===== config.mk =====
export PLATFORM = sky130hd
export DESIGN_NAME = rbps_supervisor
export DESIGN_NICKNAME = d
export VERILOG_FILES = /design/src/rbps_pkg.sv /design/src/rbps_supervisor.sv
export SDC_FILE = /design/constraint.sdc
export NUM_CORES = 1
export LEC_CHECK = 0
export ABC_CLOCK_PERIOD_IN_PS = 11900
export BUFFER_PORTS_ARGS = -buffer_cell sky130_fd_sc_hd__buf_2
export CAP_MARGIN = 20
export CORE_UTILIZATION = 35
export CTS_CLUSTER_DIAMETER = 150
export DETAILED_ROUTE_END_ITERATION = 7
export GPL_TIMING_DRIVEN = 1
export HOLD_SLACK_MARGIN = 0.03
export PLACE_DENSITY = 0.59
export SLEW_MARGIN = 5
export SYNTH_ARGS = -nofsm -noshare
export SYNTH_HDL_FRONTEND = slang
export SYNTH_SLANG_ARGS = --single-unit
export TNS_END_PERCENT = 20

===== constraint.sdc =====
create_clock -name i_core_clk -period 11.9 [get_ports i_core_clk]
set_input_delay 2.38 -clock i_core_clk [delete_from_list [all_inputs] [get_ports i_core_clk]]
set_output_delay 2.38 -clock i_core_clk [all_outputs]
set_load 0.005 [all_outputs]

===== src/rbps_pkg.sv =====
// Package for the backup power supervisor and clock/calendar block.
// Assumes one 200 MHz core clock and an AHB-Lite register bus.
package rbps_pkg;

   // ****************************************
   // Timing
   // ****************************************
   localparam int unsigned CORE_CLK_HZ       = 200000000;
   localparam int unsigned XTAL_HZ           = 32768;
   localparam int unsigned ALARM_PULSE_MS    = 250;
   localparam int unsigned ALARM_PULSE_TICKS = (XTAL_HZ * ALARM_PULSE_MS) / 1000;

   // ****************************************
   // Register offsets (byte addresses)
   // ****************************************
   localparam logic [7:0] ADDR_TIME0  = 8'h00;
   localparam logic [7:0] ADDR_TIME1  = 8'h04;
   localparam logic [7:0] ADDR_STATUS = 8'h08;
   localparam logic [7:0] ADDR_CTRL   = 8'h0C;
   localparam logic [7:0] ADDR_ALARM0 = 8'h10;
   localparam logic [7:0] ADDR_ALARM1 = 8'h14;
   localparam logic [7:0] ADDR_DSTFWD = 8'h18;
   localparam logic [7:0] ADDR_DSTBWD = 8'h1C;
   localparam logic [7:0] ADDR_TSDOWN = 8'h20;
   localparam logic [7:0] ADDR_TSUP   = 8'h24;
   localparam logic [7:0] ADDR_SLOPE  = 8'h28;

   // ****************************************
   // Fields and reset values
   // ****************************************
   localparam int unsigned FLG_TOTAL   = 0;
   localparam int unsigned FLG_BAT2    = 1;
   localparam int unsigned FLG_BAT1    = 2;
   localparam int unsigned FLG_LOWVDD  = 3;
   localparam int unsigned FLG_ALARM   = 4;
   localparam int unsigned CTRL_TSCLR  = 12;
   localparam int unsigned SLOPE_BACKUP_TEMP_SENSE_ENABLE  = 7;
   localparam int unsigned TS_VALID    = 31;
   localparam logic [4:0]  FLAGS_RST   = 5'h01;
   localparam logic [4:0]  DATE_RST    = 5'h01;
   localparam logic [3:0]  MON_RST     = 4'h1;
   localparam logic [2:0]  BO_SEL_MAX  = 3'h5;
   localparam logic [5:0]  MAX_SEC     = 6'h3B;
   localparam logic [4:0]  MAX_HOUR    = 5'h17;
   localparam logic [3:0]  MAX_MON     = 4'hC;
   localparam logic [6:0]  MAX_YEAR    = 7'h63;
   localparam logic [2:0]  MAX_WDAY    = 3'h6;

   // ****************************************
   // Types
   // ****************************************
   typedef enum logic [1:0] {
      PM_NORMAL = 2'b01,
      PM_BACKUP = 2'b10
   } rbps_pm_e;

   // Supply comparator results, asynchronous to the core clock
   typedef struct packed {
      logic total_loss;
      logic bat_lt_75;
      logic bat_lt_85;
      logic vdd_lt_brownout;
      logic vdd_gt_trip_hys;
      logic vdd_gt_bat_hys;
      logic vdd_lt_trip;
      logic vdd_lt_bat_hys;
   } rbps_cmp_s;

   typedef struct packed {
      logic [6:0] yr;
      logic [3:0] mo;
      logic [4:0] dt;
      logic [4:0] hr;
      logic [5:0] mn;
   } rbps_ts_s;

   typedef struct packed {
      logic       dst_en;
      logic [2:0] bo_sel;
      logic       out_bk_en;
      logic       alarm_en;
      logic       alarm_pulse_select;
      logic [3:0] freq_output_select;
   } rbps_ctrl_s;

endpackage : rbps_pkg


===== src/rbps_supervisor.sv =====
// Clock/calendar with backup power supervisor, timestamps and alarm pin.
// Assumes comparator results and crystal come from pins; AHB-Lite master.
`timescale 1ns/1ps
module rbps_supervisor #(
   parameter int unsigned XTAL_PER_SEC = rbps_pkg::XTAL_HZ,
   parameter int unsigned PULSE_TICKS  = rbps_pkg::ALARM_PULSE_TICKS
) (
   // Clock and reset
   input  wire logic              i_core_clk,
   input  wire logic              i_rst_b,
   // AHB-Lite slave
   input  wire logic              i_hsel,
   input  wire logic [31:0]       i_haddr,
   input  wire logic [1:0]        i_htrans,
   input  wire logic              i_hwrite,
   input  wire logic [2:0]        i_hsize,
   input  wire logic [31:0]       i_hwdata,
   input  wire logic              i_hready,
   output logic [31:0]            o_hrdata,
   output logic                   o_hreadyout,
   output logic                   o_hresp,
   // Analog side
   input  wire logic              i_xtal_clk,
   input  wire rbps_pkg::rbps_cmp_s i_cmp,
   output logic                   o_backup_mode,
   output logic                   o_serial_en,
   output logic                   o_temp_conv_en,
   output logic [2:0]             o_brownout_trip_sel,
   // Interrupt or frequency pin
   output logic                   o_interrupt_or_freq_pin_o,
   output logic                   o_interrupt_or_freq_pin_oe
);
   import rbps_pkg::*;

   // ****************************************
   // Declarations
   // ****************************************
   rbps_cmp_s  cmp_m_q, cmp_q;
   logic       xt_m_q, xt_q, xt_d1_q, xtal_tick;
   logic [14:0] presc_q;
   logic       sec_tick, chk_q;
   rbps_pm_e   pm_q;
   logic       enter_bk, leave_bk;
   logic       pend_q, pwr_q, hready_q;
   logic [7:0] paddr_q;
   logic [31:0] hrdata_q, rd_mux;
   logic       wr_en, ts_clr;
   rbps_ctrl_s ctrl_q;
   logic [7:0] slope_q;
   logic [5:0] sec_q, min_q, n_sec, n_min;
   logic [4:0] hour_q, date_q, n_hour, n_date, dim;
   logic [3:0] mon_q, n_mon;
   logic [6:0] year_q, n_year;
   logic [2:0] wday_q, n_wday;
   logic       dst_q, n_dst;
   logic [5:0] al_sec_q, al_min_q, al_en_q;
   logic [4:0] al_hour_q, al_date_q;
   logic [3:0] al_mon_q;
   logic [2:0] al_wday_q;
   logic [3:0] df_mon_q, db_mon_q;
   logic [4:0] df_date_q, db_date_q, df_hour_q, db_hour_q;
   rbps_ts_s   tsd_q, tsu_q, now_ts;
   logic       tsd_vld_q, tsu_vld_q;
   logic [4:0] flags_q, flag_set, flag_clr;
   logic       al_match, alarm_live, alarm_hit, pin_active;
   logic [13:0] pulse_q;
   logic       irq_oe_d, irq_oe_q, irq_o_q;
   logic       serial_en_q, temp_en_q, backup_q;

   // ****************************************
   // Synchronisers and crystal time base
   // ****************************************
   always_ff @(posedge i_core_clk)
   begin
      if (!i_rst_b)
      begin
         cmp_m_q <= '0;
         cmp_q   <= '0;
      end
      else
      begin
         cmp_m_q <= i_cmp;
         cmp_q   <= cmp_m_q;
      end
   end

   always_ff @(posedge i_core_clk)
   begin
      if (!i_rst_b)
      begin
         xt_m_q  <= 1'b0;
         xt_q    <= 1'b0;
         xt_d1_q <= 1'b0;
      end
      else
      begin
         xt_m_q  <= i_xtal_clk;
         xt_q    <= xt_m_q;
         xt_d1_q <= xt_q;
      end
   end

   assign xtal_tick = xt_q & ~xt_d1_q;
   assign sec_tick  = xtal_tick && (presc_q == 15'(XTAL_PER_SEC - 1));

   always_ff @(posedge i_core_clk)
   begin
      if (!i_rst_b)
         presc_q <= '0;
      else if (sec_tick)
         presc_q <= '0;
      else if (xtal_tick)
         presc_q <= presc_q + 15'h0001;
   end

   // ****************************************
   // Power mode
   // ****************************************
   assign enter_bk = (pm_q == PM_NORMAL) && cmp_q.vdd_lt_bat_hys && cmp_q.vdd_lt_trip;
   assign leave_bk = (pm_q == PM_BACKUP) && (cmp_q.vdd_gt_bat_hys || cmp_q.vdd_gt_trip_hys);

   always_ff @(posedge i_core_clk)
   begin
      if (!i_rst_b)
         pm_q <= PM_NORMAL;
      else
      begin
         case (pm_q)
            PM_NORMAL: if (enter_bk) pm_q <= PM_BACKUP;
            PM_BACKUP: if (leave_bk) pm_q <= PM_NORMAL;
            default:   pm_q <= PM_NORMAL;
         endcase
      end
   end

   always_ff @(posedge i_core_clk)
   begin
      if (!i_rst_b)
      begin
         backup_q    <= 1'b0;
         serial_en_q <= 1'b1;
         temp_en_q   <= 1'b1;
      end
      else
      begin
         backup_q    <= (pm_q == PM_BACKUP);
         serial_en_q <= (pm_q == PM_NORMAL);
         temp_en_q   <= (pm_q == PM_NORMAL) || slope_q[SLOPE_BACKUP_TEMP_SENSE_ENABLE];
      end
   end

   // ****************************************
   // AHB-Lite slave, one wait state
   // ****************************************
   // The wait state lets a write land before any following read decodes
   always_ff @(posedge i_core_clk)
   begin
      if (!i_rst_b)
      begin
         pend_q   <= 1'b0;
         pwr_q    <= 1'b0;
         paddr_q  <= '0;
         hready_q <= 1'b1;
         hrdata_q <= '0;
      end
      else
      begin
         if (i_hsel && i_htrans[1] && i_hready)
         begin
            pend_q   <= 1'b1;
            pwr_q    <= i_hwrite;
            paddr_q  <= i_haddr[7:0];
            hready_q <= 1'b0;
         end
         else
         begin
            pend_q   <= 1'b0;
            hready_q <= 1'b1;
         end
         if (pend_q && !pwr_q)
            hrdata_q <= rd_mux;
      end
   end

   // Brownout alone never blocks writes; only backup mode does
   assign wr_en  = pend_q && pwr_q && (pm_q == PM_NORMAL);
   assign ts_clr = wr_en && (paddr_q == ADDR_CTRL) && i_hwdata[CTRL_TSCLR];

   always_comb
   begin
      rd_mux = '0;
      case (paddr_q)
         ADDR_TIME0:  rd_mux = {5'h00, wday_q, 3'h0, hour_q, 2'h0, min_q, 2'h0, sec_q};
         ADDR_TIME1:  rd_mux = {9'h000, year_q, 4'h0, mon_q, 3'h0, date_q};
         ADDR_STATUS: rd_mux = {25'h0000000, backup_q, dst_q, flags_q};
         ADDR_CTRL:   rd_mux = {20'h00000, ctrl_q.dst_en, ctrl_q.bo_sel, 1'b0, ctrl_q.out_bk_en, ctrl_q.alarm_en,
                                ctrl_q.alarm_pulse_select, ctrl_q.freq_output_select};
         ADDR_ALARM0: rd_mux = {3'h0, al_date_q, 3'h0, al_hour_q, 2'h0, al_min_q, 2'h0, al_sec_q};
         ADDR_ALARM1: rd_mux = {10'h000, al_en_q, 5'h00, al_wday_q, 4'h0, al_mon_q};
         ADDR_DSTFWD: rd_mux = {11'h000, df_hour_q, 3'h0, df_date_q, 4'h0, df_mon_q};
         ADDR_DSTBWD: rd_mux = {11'h000, db_hour_q, 3'h0, db_date_q, 4'h0, db_mon_q};
         ADDR_TSDOWN: rd_mux = {tsd_vld_q, 4'h0, tsd_q};
         ADDR_TSUP:   rd_mux = {tsu_vld_q, 4'h0, tsu_q};
         ADDR_SLOPE:  rd_mux = {24'h000000, slope_q};
         default:     rd_mux = '0;
      endcase
   end

   // ****************************************
   // Control registers
   // ****************************************
   always_ff @(posedge i_core_clk)
   begin
      if (!i_rst_b)
      begin
         ctrl_q  <= '0;
         slope_q <= '0;
      end
      else if (wr_en && paddr_q == ADDR_CTRL)
      begin
         ctrl_q.freq_output_select <= i_hwdata[3:0];
         ctrl_q.alarm_pulse_select <= i_hwdata[4];
         ctrl_q.alarm_en           <= i_hwdata[5];
         ctrl_q.out_bk_en          <= i_hwdata[6];
         ctrl_q.bo_sel             <= (i_hwdata[10:8] > BO_SEL_MAX) ? BO_SEL_MAX : i_hwdata[10:8];
         ctrl_q.dst_en             <= i_hwdata[11];
      end
      else if (wr_en && paddr_q == ADDR_SLOPE)
         slope_q <= i_hwdata[7:0];
   end

   always_ff @(posedge i_core_clk)
   begin
      if (!i_rst_b)
      begin
         al_sec_q <= '0; al_min_q <= '0; al_hour_q <= '0; al_date_q <= '0;
         al_mon_q <= '0; al_wday_q <= '0; al_en_q <= '0;
         df_mon_q <= '0; df_date_q <= '0; df_hour_q <= '0;
         db_mon_q <= '0; db_date_q <= '0; db_hour_q <= '0;
      end
      else if (wr_en)
      begin
         case (paddr_q)
            ADDR_ALARM0:
            begin
               al_sec_q  <= i_hwdata[5:0];
               al_min_q  <= i_hwdata[13:8];
               al_hour_q <= i_hwdata[20:16];
               al_date_q <= i_hwdata[28:24];
            end
            ADDR_ALARM1:
            begin
               al_mon_q  <= i_hwdata[3:0];
               al_wday_q <= i_hwdata[10:8];
               al_en_q   <= i_hwdata[21:16];
            end
            ADDR_DSTFWD:
            begin
               df_mon_q  <= i_hwdata[3:0];
               df_date_q <= i_hwdata[12:8];
               df_hour_q <= i_hwdata[20:16];
            end
            ADDR_DSTBWD:
            begin
               db_mon_q  <= i_hwdata[3:0];
               db_date_q <= i_hwdata[12:8];
               db_hour_q <= i_hwdata[20:16];
            end
            default: ;
         endcase
      end
   end

   // ****************************************
   // Calendar
   // ****************************************
   // Two-digit year: divisible by four is exact up to 2099
   always_comb
   begin
      case (mon_q)
         4'h2:                      dim = (year_q[1:0] == 2'h0) ? 5'h1D : 5'h1C;
         4'h4, 4'h6, 4'h9, 4'hB:    dim = 5'h1E;
         default:                   dim = 5'h1F;
      endcase
   end

   always_comb
   begin
      n_sec  = sec_q + 6'h01;
      n_min  = min_q;
      n_hour = hour_q;
      n_date = date_q;
      n_mon  = mon_q;
      n_year = year_q;
      n_wday = wday_q;
      n_dst  = dst_q;
      if (sec_q >= MAX_SEC)
      begin
         n_sec = '0;
         n_min = min_q + 6'h01;
         if (min_q >= MAX_SEC)
         begin
            n_min  = '0;
            n_hour = hour_q + 5'h01;
            if (hour_q >= MAX_HOUR)
            begin
               n_hour = '0;
               n_wday = (wday_q >= MAX_WDAY) ? 3'h0 : wday_q + 3'h1;
               n_date = date_q + 5'h01;
               if (date_q >= dim)
               begin
                  n_date = DATE_RST;
                  n_mon  = mon_q + 4'h1;
                  if (mon_q >= MAX_MON)
                  begin
                     n_mon  = MON_RST;
                     n_year = (year_q >= MAX_YEAR) ? 7'h00 : year_q + 7'h01;
                  end
               end
            end
         end
      end
      if (ctrl_q.dst_en && n_min == 6'h00 && n_sec == 6'h00)
      begin
         if (!dst_q && n_mon == df_mon_q && n_date == df_date_q && n_hour == df_hour_q && n_hour < MAX_HOUR)
         begin
            n_hour = n_hour + 5'h01;
            n_dst  = 1'b1;
         end
         else if (dst_q && n_mon == db_mon_q && n_date == db_date_q && n_hour == db_hour_q && n_hour != 5'h00)
         begin
            n_hour = n_hour - 5'h01;
            n_dst  = 1'b0;
         end
      end
   end

   always_ff @(posedge i_core_clk)
   begin
      if (!i_rst_b)
      begin
         sec_q <= '0; min_q <= '0; hour_q <= '0; wday_q <= '0;
         date_q <= DATE_RST; mon_q <= MON_RST; year_q <= '0; dst_q <= 1'b0;
      end
      else if (wr_en && paddr_q == ADDR_TIME0)
      begin
         sec_q  <= i_hwdata[5:0];
         min_q  <= i_hwdata[13:8];
         hour_q <= i_hwdata[20:16];
         wday_q <= i_hwdata[26:24];
      end
      else if (wr_en && paddr_q == ADDR_TIME1)
      begin
         date_q <= i_hwdata[4:0];
         mon_q  <= i_hwdata[11:8];
         year_q <= i_hwdata[22:16];
      end
      else if (sec_tick)
      begin
         sec_q <= n_sec; min_q <= n_min; hour_q <= n_hour; wday_q <= n_wday;
         date_q <= n_date; mon_q <= n_mon; year_q <= n_year; dst_q <= n_dst;
      end
   end

   // ****************************************
   // Switchover timestamps
   // ****************************************
   assign now_ts = '{yr: year_q, mo: mon_q, dt: date_q, hr: hour_q, mn: min_q};

   // An event in the clearing cycle is kept: capture wins over clear
   always_ff @(posedge i_core_clk)
   begin
      if (!i_rst_b)
      begin
         tsd_q     <= '0;
         tsd_vld_q <= 1'b0;
      end
      else if (enter_bk && (!tsd_vld_q || ts_clr))
      begin
         tsd_q     <= now_ts;
         tsd_vld_q <= 1'b1;
      end
      else if (ts_clr)
      begin
         tsd_q     <= '0;
         tsd_vld_q <= 1'b0;
      end
   end

   always_ff @(posedge i_core_clk)
   begin
      if (!i_rst_b)
      begin
         tsu_q     <= '0;
         tsu_vld_q <= 1'b0;
      end
      else if (leave_bk)
      begin
         tsu_q     <= now_ts;
         tsu_vld_q <= 1'b1;
      end
      else if (ts_clr)
      begin
         tsu_q     <= '0;
         tsu_vld_q <= 1'b0;
      end
   end

   // ****************************************
   // Status flags
   // ****************************************
   always_comb
   begin
      flag_set             = '0;
      flag_set[FLG_TOTAL]  = cmp_q.total_loss;
      flag_set[FLG_BAT2]   = cmp_q.bat_lt_75;
      flag_set[FLG_BAT1]   = cmp_q.bat_lt_85 | cmp_q.bat_lt_75;
      flag_set[FLG_LOWVDD] = cmp_q.vdd_lt_brownout;
      flag_set[FLG_ALARM]  = alarm_hit;
      flag_clr             = (wr_en && paddr_q == ADDR_STATUS) ? i_hwdata[4:0] : 5'h00;
   end

   // Write one to clear; a new event in the same cycle wins
   always_ff @(posedge i_core_clk)
   begin
      if (!i_rst_b)
         flags_q <= FLAGS_RST;
      else
         flags_q <= (flags_q & ~flag_clr) | flag_set;
   end

   // ****************************************
   // Alarm and pin
   // ****************************************
   assign pin_active = (pm_q == PM_NORMAL) || ctrl_q.out_bk_en;
   assign alarm_live = ctrl_q.alarm_en && (ctrl_q.freq_output_select == 4'h0) && pin_active;
   assign al_match   = (al_en_q != 6'h00)
                     && (!al_en_q[0] || sec_q == al_sec_q)
                     && (!al_en_q[1] || min_q == al_min_q)
                     && (!al_en_q[2] || hour_q == al_hour_q)
                     && (!al_en_q[3] || date_q == al_date_q)
                     && (!al_en_q[4] || mon_q == al_mon_q)
                     && (!al_en_q[5] || wday_q == al_wday_q);
   assign alarm_hit  = chk_q && al_match && alarm_live;

   always_ff @(posedge i_core_clk)
   begin
      if (!i_rst_b)
         chk_q <= 1'b0;
      else
         chk_q <= sec_tick;
   end

   always_ff @(posedge i_core_clk)
   begin
      if (!i_rst_b)
         pulse_q <= '0;
      else if (alarm_hit && ctrl_q.alarm_pulse_select)
         pulse_q <= 14'(PULSE_TICKS);
      else if (xtal_tick && pulse_q != 14'h0000)
         pulse_q <= pulse_q - 14'h0001;
   end

   // Frequency mode pulls low while the chosen divider bit is low
   always_comb
   begin
      if (!pin_active)
         irq_oe_d = 1'b0;
      else if (ctrl_q.freq_output_select != 4'h0)
         irq_oe_d = ~presc_q[ctrl_q.freq_output_select - 4'h1];
      else if (ctrl_q.alarm_pulse_select)
         irq_oe_d = (pulse_q != 14'h0000);
      else
         irq_oe_d = flags_q[FLG_ALARM];
   end

   always_ff @(posedge i_core_clk)
   begin
      if (!i_rst_b)
      begin
         irq_oe_q <= 1'b0;
         irq_o_q  <= 1'b0;
      end
      else
      begin
         irq_oe_q <= irq_oe_d;
         irq_o_q  <= 1'b0;
      end
   end

   // ****************************************
   // Outputs
   // ****************************************
   assign o_hrdata            = hrdata_q;
   assign o_hreadyout         = hready_q;
   assign o_hresp             = 1'b0;
   assign o_backup_mode       = backup_q;
   assign o_serial_en         = serial_en_q;
   assign o_temp_conv_en      = temp_en_q;
   assign o_brownout_trip_sel = ctrl_q.bo_sel;
   assign o_interrupt_or_freq_pin_o        = irq_o_q;
   assign o_interrupt_or_freq_pin_oe       = irq_oe_q;

endmodule : rbps_supervisor


==> results of run 1 <==
## per-stage QoR
stage / power, mW / hold slack, ns / util [%] / instances
after floorplan: 1.102 / 0.3902 / - / 1680
after global placement: 1.148 / 0.4031 / 37.65 / 2161
after detailed placement: 1.151 / 0.4097 / 37.65 / 2161
after CTS: 2.118 / 0.4239 / 40.41 / 2217
after global routing: 2.180 / 0.4386 / 40.52 / 2219
final: 2.105 / 0.4177 / 40.52 / 2219
## layer usage
metal	global-route usage (%)	up-vias	share of wire, %
met2	36.78	649	43
met4	7.206	2	3.1
met3	3.100	109	9.5
met5	0	-	0.027
met1	34.82	6280	44
li1	-	5978	-
## kinds of logic (layout without fill, tap and decap cells)
logic type	count (synthesis)	after routing	share of synthesized area, %
AO/OA/AOI/OAI	480	480	23.91
adder cells (fa/ha/maj)	20	20	1.858
buffers and inverters	167	195	5.071
multiplexers	11	11	1.105
flip-flops	276	276	41.02
other	1	4	0.02784
XOR/XNOR	83	83	5.397
AND/OR/NAND/NOR	639	639	21.61
## placed cells by master (no fill, tap or decap), types with 14 or more instances in the layout
master and n:
dfxtp_1 276, nand2_1 237, nor2_1 189, a21oi_1 166, a22oi_1 100, buf_2 86
xnor2_1 51, o21ai_0 43, nor3_1 42, nand3_1 41, xor2_1 32, clkbuf_16 31
a22o_1 28, and2_1 26, buf_4 26, inv_1 24, a31oi_1 21, a221oi_1 21
ha_1 20, and3_1 19, a211oi_1 16, o31ai_1 15, nand4_1 14
## worst max path at each step
| stage | start | end | cells after the start |
|---|---|---|---|
| after floorplan | mon_q[0] | hour_q[3] | 19 |
| after global placement | mon_q[0] | hour_q[3] | 17 |
| after detailed placement | mon_q[0] | hour_q[3] | 17 |
| after CTS | mon_q[0] | hour_q[3] | 17 |
| after global routing | mon_q[0] | hour_q[3] | 17 |
| final | mon_q[0] | hour_q[3] | 17 |
## report_power, final
group | switching (mW) | internal [mW]
combinational | 0.101 | 0.0613
clock | 0.393 | 0.581
sequential | 0.0201 | 0.949
## state kept, by name (all words and copies together), names as in the netlist, 7 cells and up
name / count
ctrl_q: 8
pulse_q: 14
tsd_q: 27
year_q: 7
presc_q: 15
cmp_q: 8
o_hrdata: 30
tsu_q: 27
cmp_m_q: 8
slope_q: 8
paddr_q: 8
## critical path: stages (launching register included)
cell and delay (ns):
dfxtp_1 0.74, inv_1 0.20, ha_1 0.25, o21ai_0 0.18
o21ai_0 0.11, o21ai_0 0.35, ha_1 0.33, nor3b_1 0.40
o31ai_1 0.22, mux2i_1 0.30, xor2_1 0.14, a2111oi_0 0.50
nand4_1 0.35, nor4_2 0.38, o21ai_1 0.20, o21a_1 0.23
o41a_1 0.37, a21oi_1 0.13
## area by class of cell
class                   instances  share of cell area [%]
well taps                     511                   4.179
multi-input cells            1237                   47.89
clock inverters                 9                  0.6788
clock buffers                  47                   6.118
inverters                      25                  0.6461
repair buffers                114                   4.367
flip-flops and latches        276                   36.12
==> metrics.log, run 1 <==
[metrics] Finish-stage setup viols: 0
[metrics] required time at the endpoint of the critical path: 12.39 ns
[metrics] number of fillers in the final layout: 3857
[metrics] most used standard cell by instance count after synthesis: dfxtp_1
[metrics] post-cts gate resize count: 0
[metrics] worst r2r src: mon_q[0]
[metrics] Port Buffer Count: 86
[metrics] routed length per placed instance: 21.49 um
[metrics] Hold Path Depth: 1
[metrics] number of standard cells after synthesis: 1677
[metrics] kind of start point of the critical path: flop
[metrics] fraction of synthesis flops using an asynchronous set or reset pin: 0%
[metrics] final-report hold violation count: 0
[metrics] CORE AREA: around 38000 um2
[metrics] portion of synthesized cell area occupied by the leading cell type: 41.02%
[metrics] antenna viol nets, final: 0
[metrics] clock-pin slew on the worst setup and hold paths: 0.06 ns
[metrics] number of sinks driven by the clock tree: 276
[metrics] Worst Skew: 0.01453 ns
[metrics] depth of the worst register-to-register path: 17
[metrics] number of antenna violations at the first check in global routing: 1
[metrics] Yosys top cell by area: dfxtp_1
[metrics] total of flip-flops plus latches after synthesis: between 200 and 300
[metrics] Static Leakage: 5.330 nW
[metrics] x dimension of the die: 198.2 um
[metrics] # Post-CTS Setup Buffers: 0
[metrics] total vias in the final route: around 13000
[metrics] post-placement worst setup slack: 6.499 ns
[metrics] register area share after synthesis: 41.02%
[metrics] antenna fix cells: 0
[metrics] slew at the pin closest to its max-slew limit: 1.125 ns
[metrics] startpoint-to-endpoint class of the critical path: reg2reg
[metrics] pin count of the biggest net entering global routing: 120
[metrics] number of top-level design ports: around 130
[metrics] outcome: completed
[metrics] Initial DRT Pass Iterations: 6
[metrics] count of unresolved DRC violations after routing: 0
[metrics] wire length of the first global-routing pass: a little over 70000 um
[metrics] warning count from the yosys run: 0
[metrics] destination of the worst register-to-register timing path: hour_q[3]
[metrics] Total Die Area: between 30000 and 40000 um2
[metrics] total non-filler cell area in the finished layout: 15300 um2
[metrics] CP endpoint kind: flop
[metrics] GR Overflow Total: 0
[metrics] netlist area before placement: ~13000 um2
[metrics] power density over cell area: about 140 nW/um2
[metrics] clock root buffer: clkbuf_16
[metrics] leading register cell type out of synthesis: dfxtp_1
[metrics] Slew Limit Headroom: 24.74%
[metrics] fraction of final layout cells sized beyond drive strength 1: 11.89%
[metrics] clock tree from TritonCTS: done
[metrics] flip-flop and latch area: 5525 um2
[metrics] Clk Latency, worst-skew pair: 0.56 ns
[metrics] Vert. Die Dim: 198.2 um
[metrics] total wire length after detailed routing: 47690 um
[metrics] number of distinct library cells after synthesis: 79
[metrics] critical path data arrival time: 5.94 ns
[metrics] synth-to-layout area growth: 13.57%
[metrics] pins over their slew limit: 0
[metrics] vias per inst: 5.867
[metrics] number of synthesized flops with an enable pin: 0
[metrics] number of nets in the layout: roughly 1800
[metrics] minimum clock period: 5.454 ns
[metrics] mean cell area of the mapped netlist: 8.032 um2
[metrics] Initial Util: 35.68%
[metrics] achievable frequency: 0.1833 GHz
[metrics] final critical-path share of the clock period: 45.83%
[metrics] RePlAce Congestion: between 0.9 and 1
[metrics] unrepaired setup endpoints after global routing: false
[metrics] path type of the worst min-delay path: reg2reg
[metrics] PnR worst setup slack: 6.446 ns
[metrics] top cells by area, synth: dfxtp_1 41%, nand2_1 6.6%, a21oi_1 6.2%
[metrics] maximum net fanout on the critical path: 11
[metrics] maximum VDD drop: roughly 0.00011 V
[metrics] destination of the worst hold path: flags_q[0]
[metrics] Longest Clk Path Bufs: 3
[metrics] vias in the first global route: around 12000
[metrics] footprint of the multi-input gates: 7327 um2
[metrics] setup slack on the worst flop-to-flop path: 6.45 ns
[metrics] list of most frequent post-synthesis cells: 276 x dfxtp_1, 237 x nand2_1, 192 x nor2_1
[metrics] Cell Rows: around 70
[metrics] number of buffers added to fix hold violations after cts: 0
[metrics] Iteration-0 DRC Markers: 1384
[metrics] instance area after placement: between 10000 and 15000 um2
[metrics] H-tree lvl count: 1
[metrics] setup TNS after final layout: 0 ns
[metrics] DPL Wire Length: 32680 um
[metrics] startpoint of the most critical hold path: cmp_q[7]
[metrics] total routing usage reported by global routing: 24.03%
[metrics] CTS Buf Count: 30
[metrics] number of max-capacitance violations reported: 0
Note: power is estimated with default switching activity, not from simulation.
==> run 2: changes to the inputs <==
Settings changed: ABC_AREA set to 1, ABC_CLOCK_PERIOD_IN_PS 11900 to 5200.
Clock period 11.9 ns to 5.2 ns, I/O delays scaled along.
==> metrics.log, run 2 <==
[metrics] vias per inst: 5.377 (was 5.867)
[metrics] number of fillers in the final layout: 4030 (was 3857)
[metrics] maximum net fanout on the critical path: 16 (was 11)
[metrics] Longest Clk Path Bufs: 3 (unchanged)
[metrics] Slew Limit Headroom: 26.95% (was 24.74%)
[metrics] x dimension of the die: 199.4 um (was 198.2 um)
[metrics] list of most frequent post-synthesis cells: 320 x nand2_1, 305 x inv_1, 276 x dfxtp_1 (was 276 x dfxtp_1, 237 x nand2_1, 192 x nor2_1)
[metrics] number of distinct library cells after synthesis: 55 (was 79)
[metrics] antenna fix cells: 0 (unchanged)
[metrics] achievable frequency: 0.2453 GHz (was 0.1833 GHz)
[metrics] startpoint-to-endpoint class of the critical path: reg2reg (unchanged)
[metrics] fraction of final layout cells sized beyond drive strength 1: 10.69% (was 11.89%)
[metrics] number of max-capacitance violations reported: 0 (unchanged)
[metrics] total of flip-flops plus latches after synthesis: 276 (unchanged)
[metrics] most frequent standard cell in the layout excluding fill and tap cells: nand2_1 (was dfxtp_1)
[metrics] critical path data arrival time: 4.49 ns (was 5.94 ns)
[metrics] unrepaired setup endpoints after global routing: false (unchanged)
[metrics] post-cts gate resize count: 0 (unchanged)
[metrics] Port Buffer Count: 86 (unchanged)
[metrics] pins over their slew limit: 0 (unchanged)
[metrics] worst r2r src: paddr_q[0] (was mon_q[0])
[metrics] kind of start point of the critical path: flop (unchanged)
[metrics] startpoint of the most critical hold path: cmp_m_q[0] (was cmp_q[7])
[metrics] netlist area before placement: 13640 um2 (was 13470 um2)
[metrics] PnR worst setup slack: 1.123 ns (was 6.446 ns)
[metrics] H-tree lvl count: 1 (unchanged)
[metrics] Initial Util: 35.87% (was 35.68%)
[metrics] total vias in the final route: 13565 (was 13018)
[metrics] number of antenna violations at the first check in global routing: 1 (unchanged)
[metrics] most used standard cell by instance count after synthesis: nand2_1 (was dfxtp_1)
[metrics] Clk Latency, worst-skew pair: 0.58 ns (was 0.56 ns)
[metrics] register area share after synthesis: 40.51% (was 41.02%)
[metrics] DPL Wire Length: 36350 um (was 32680 um)
[metrics] power density over cell area: 323.9 nW/um2 (was 137.6 nW/um2)
[metrics] minimum clock period: 4.077 ns (was 5.454 ns)
[metrics] clock root buffer: clkbuf_16 (unchanged)
[metrics] Initial DRT Pass Iterations: 5 (was 6)
[metrics] CTS Buf Count: 31 (was 30)
[metrics] total routing usage reported by global routing: 24.92% (was 24.03%)
[metrics] final-report hold violation count: 0 (unchanged)
[metrics] fraction of synthesis flops using an asynchronous set or reset pin: 0% (unchanged)
[metrics] routed length per placed instance: 19.69 um (was 21.49 um)
[metrics] total wire length after detailed routing: 49670 um (was 47690 um)
[metrics] outcome: completed (unchanged)
[metrics] pin count of the biggest net entering global routing: 81 (was 120)
[metrics] path type of the worst min-delay path: reg2reg (unchanged)
[metrics] required time at the endpoint of the critical path: 5.62 ns (was 12.39 ns)
[metrics] count of unresolved DRC violations after routing: 0 (unchanged)
[metrics] Static Leakage: 6.208 nW (was 5.330 nW)
[metrics] warning count from the yosys run: 0 (unchanged)
[metrics] mean cell area of the mapped netlist: 7.045 um2 (was 8.032 um2)
[metrics] clock tree from TritonCTS: done (unchanged)
[metrics] maximum VDD drop: 0.0002067 V (was 0.0001053 V)
[metrics] GR Overflow Total: 0 (unchanged)
[metrics] setup TNS after final layout: 0 ns (unchanged)
[metrics] Worst Skew: 0.02585 ns (was 0.01453 ns)
[metrics] CP endpoint kind: flop (unchanged)
[metrics] synth-to-layout area growth: 14.98% (was 13.57%)
[metrics] post-placement worst setup slack: 1.247 ns (was 6.499 ns)
[metrics] vias in the first global route: 12409 (was 11757)
[metrics] Total Die Area: 39760 um2 (was 39280 um2)
[metrics] number of buffers added to fix hold violations after cts: 0 (unchanged)
[metrics] # Post-CTS Setup Buffers: 0 (unchanged)
[metrics] standard cell with the maximum stage delay on the critical path: nor2_2 (was dfxtp_1)
[metrics] top cells by area, synth: dfxtp_1 41%, nand2_1 8.8%, inv_1 8.4% (was dfxtp_1 41%, nand2_1 6.6%, a21oi_1 6.2%)
[metrics] number of top-level design ports: 125 (unchanged)
[metrics] CORE AREA: 38020 um2 (was 37760 um2)
[metrics] final critical-path share of the clock period: 78.41% (was 45.83%)
[metrics] Cell Rows: 71 (unchanged)
[metrics] number of standard cells after synthesis: 1936 (was 1677)
[metrics] max FFs per register: 30 (unchanged)
[metrics] buffering stage count on the worst path with inverters included: 5 (was 1)
[metrics] flip-flop and latch area: 5525 um2 (unchanged)
[metrics] Yosys top cell by area: dfxtp_1 (unchanged)
[metrics] number of synthesized flops with an enable pin: 0 (unchanged)
[metrics] wire length of the first global-routing pass: 74660 um (was 72660 um)
[metrics] slew at the pin closest to its max-slew limit: 1.093 ns (was 1.125 ns)
[metrics] portion of synthesized cell area occupied by the leading cell type: 40.51% (was 41.02%)
[metrics] clock-pin slew on the worst setup and hold paths: 0.06 ns (about the same)
[metrics] largest stage delay on the critical path: 0.66 ns (was 0.74 ns)
[metrics] number of sinks driven by the clock tree: 276 (unchanged)
[metrics] footprint of the multi-input gates: 6560 um2 (was 7327 um2)
[metrics] Finish-stage setup viols: 0 (unchanged)
[metrics] Vert. Die Dim: 199.4 um (was 198.2 um)
[metrics] worst setup path start: paddr_q[0] (was mon_q[0])
[metrics] CP Cell Sequence: nor2_1 > inv_1 > nor2_1 > inv_1 > nor2_1 > inv_1 > nor2_1 > inv_1 > nor2_2 > clkinv_1 > a21oi_1 > nand2_1 > a211oi_1 > a211oi_1 (was inv_1 > ha_1 > o21ai_0 > o21ai_0 > o21ai_0 > ha_1 > nor3b_1 > o31ai_1 > mux2i_1 > xor2_1 > a2111oi_0 > nand4_1 > nor4_2 > o21ai_1 > o21a_1 > o41a_1 > a21oi_1)
[metrics] leading register cell type out of synthesis: dfxtp_1 (unchanged)
[metrics] Iteration-0 DRC Markers: 1331 (was 1384)
[metrics] number of nets in the layout: 2092 (was 1787)
[metrics] Layout Utilization: 41.25% (was 40.52%)
[metrics] kind of cell adding the most delay to the critical path: simple AND/OR/NAND/NOR gates (was compound AO/OA/AOI/OAI gates)
[metrics] antenna viol nets, final: 0 (unchanged)
[metrics] most frequent cells in the layout: 320 x nand2_1, 304 x inv_1, 276 x dfxtp_1 (was 276 x dfxtp_1, 237 x nand2_1, 189 x nor2_1)
[metrics] RePlAce Congestion: 0.9632 (was 0.9712)
## run 2: cells by family after synthesis
| family | share of synthesized area (%) |
|---|---|
| compound gates | 22.83 |
| xor+xnor | 1.798 |
| fa+ha+maj | 1.835 |
| buf+inv | 11.49 |
| flops | 40.51 |
| other cells | 0.02749 |
| simple gates | 21.50 |
## run 2: path summary, 6_finish.rpt
kind	endpoint	slack [ns]	depth (start not counted)
setup / recovery	year_q[6]	1.12	14
setup reg to reg	year_q[6]	1.12	14
hold reg to reg	cmp_q[0]	0.41	2
hold / removal	cmp_q[0]	0.41	2
## run 2: worst reg2reg max path: stages (launching register included)
cell and delay (ns):
dfxtp_1 0.31, nor2_1 0.11, inv_1 0.08, nor2_1 0.09, inv_1 0.06, nor2_1 0.20
inv_1 0.09, nor2_1 0.21, inv_1 0.34, nor2_2 0.66, clkinv_1 0.57, a21oi_1 0.52
nand2_1 0.33, a211oi_1 0.28, a211oi_1 0.09
## run 2: layout make-up
class,instances,share of cell area (%)
inverters,316,7.579
repair buffers,107,3.965
multi-input cells,1257,41.83
clock inverters,16,1.644
well taps,511,4.077
clock buffers,40,5.673
flip-flops and latches,276,35.23
## run 2: where the power goes
group          internal [mW]  switching [mW]  total, mW
combinational          0.134           0.265      0.399
clock                   1.54           0.926       2.47
sequential              2.17          0.0385       2.21
total                   3.85            1.23       5.08
## run 2: routing by layer
| metal | vias up | share of wire [%] | track usage, % |
|---|---|---|---|
| met2 | 546 | 43 | 37.88 |
| met1 | 6405 | 46 | 35.76 |
| met3 | 77 | 8.4 | 4.354 |
| li1 | 6537 | - | - |
| met5 | - | 0 | 0 |
| met4 | 0 | 2.7 | 7.266 |
## run 2: metrics by stage
stage / std cells / power, mW / instance area [um2] / hold slack (ns)
after floorplan: 1939 / 2.537 / 13650 / 0.3905
after global placement: 2464 / 2.648 / 14480 / 0.3963
after detailed placement: 2465 / 2.657 / 14490 / 0.4006
after CTS: 2521 / 5.111 / 15640 / 0.4139
after global routing: 2523 / 5.265 / 15680 / 0.4328
final: 2523 / 5.080 / 15680 / 0.4125
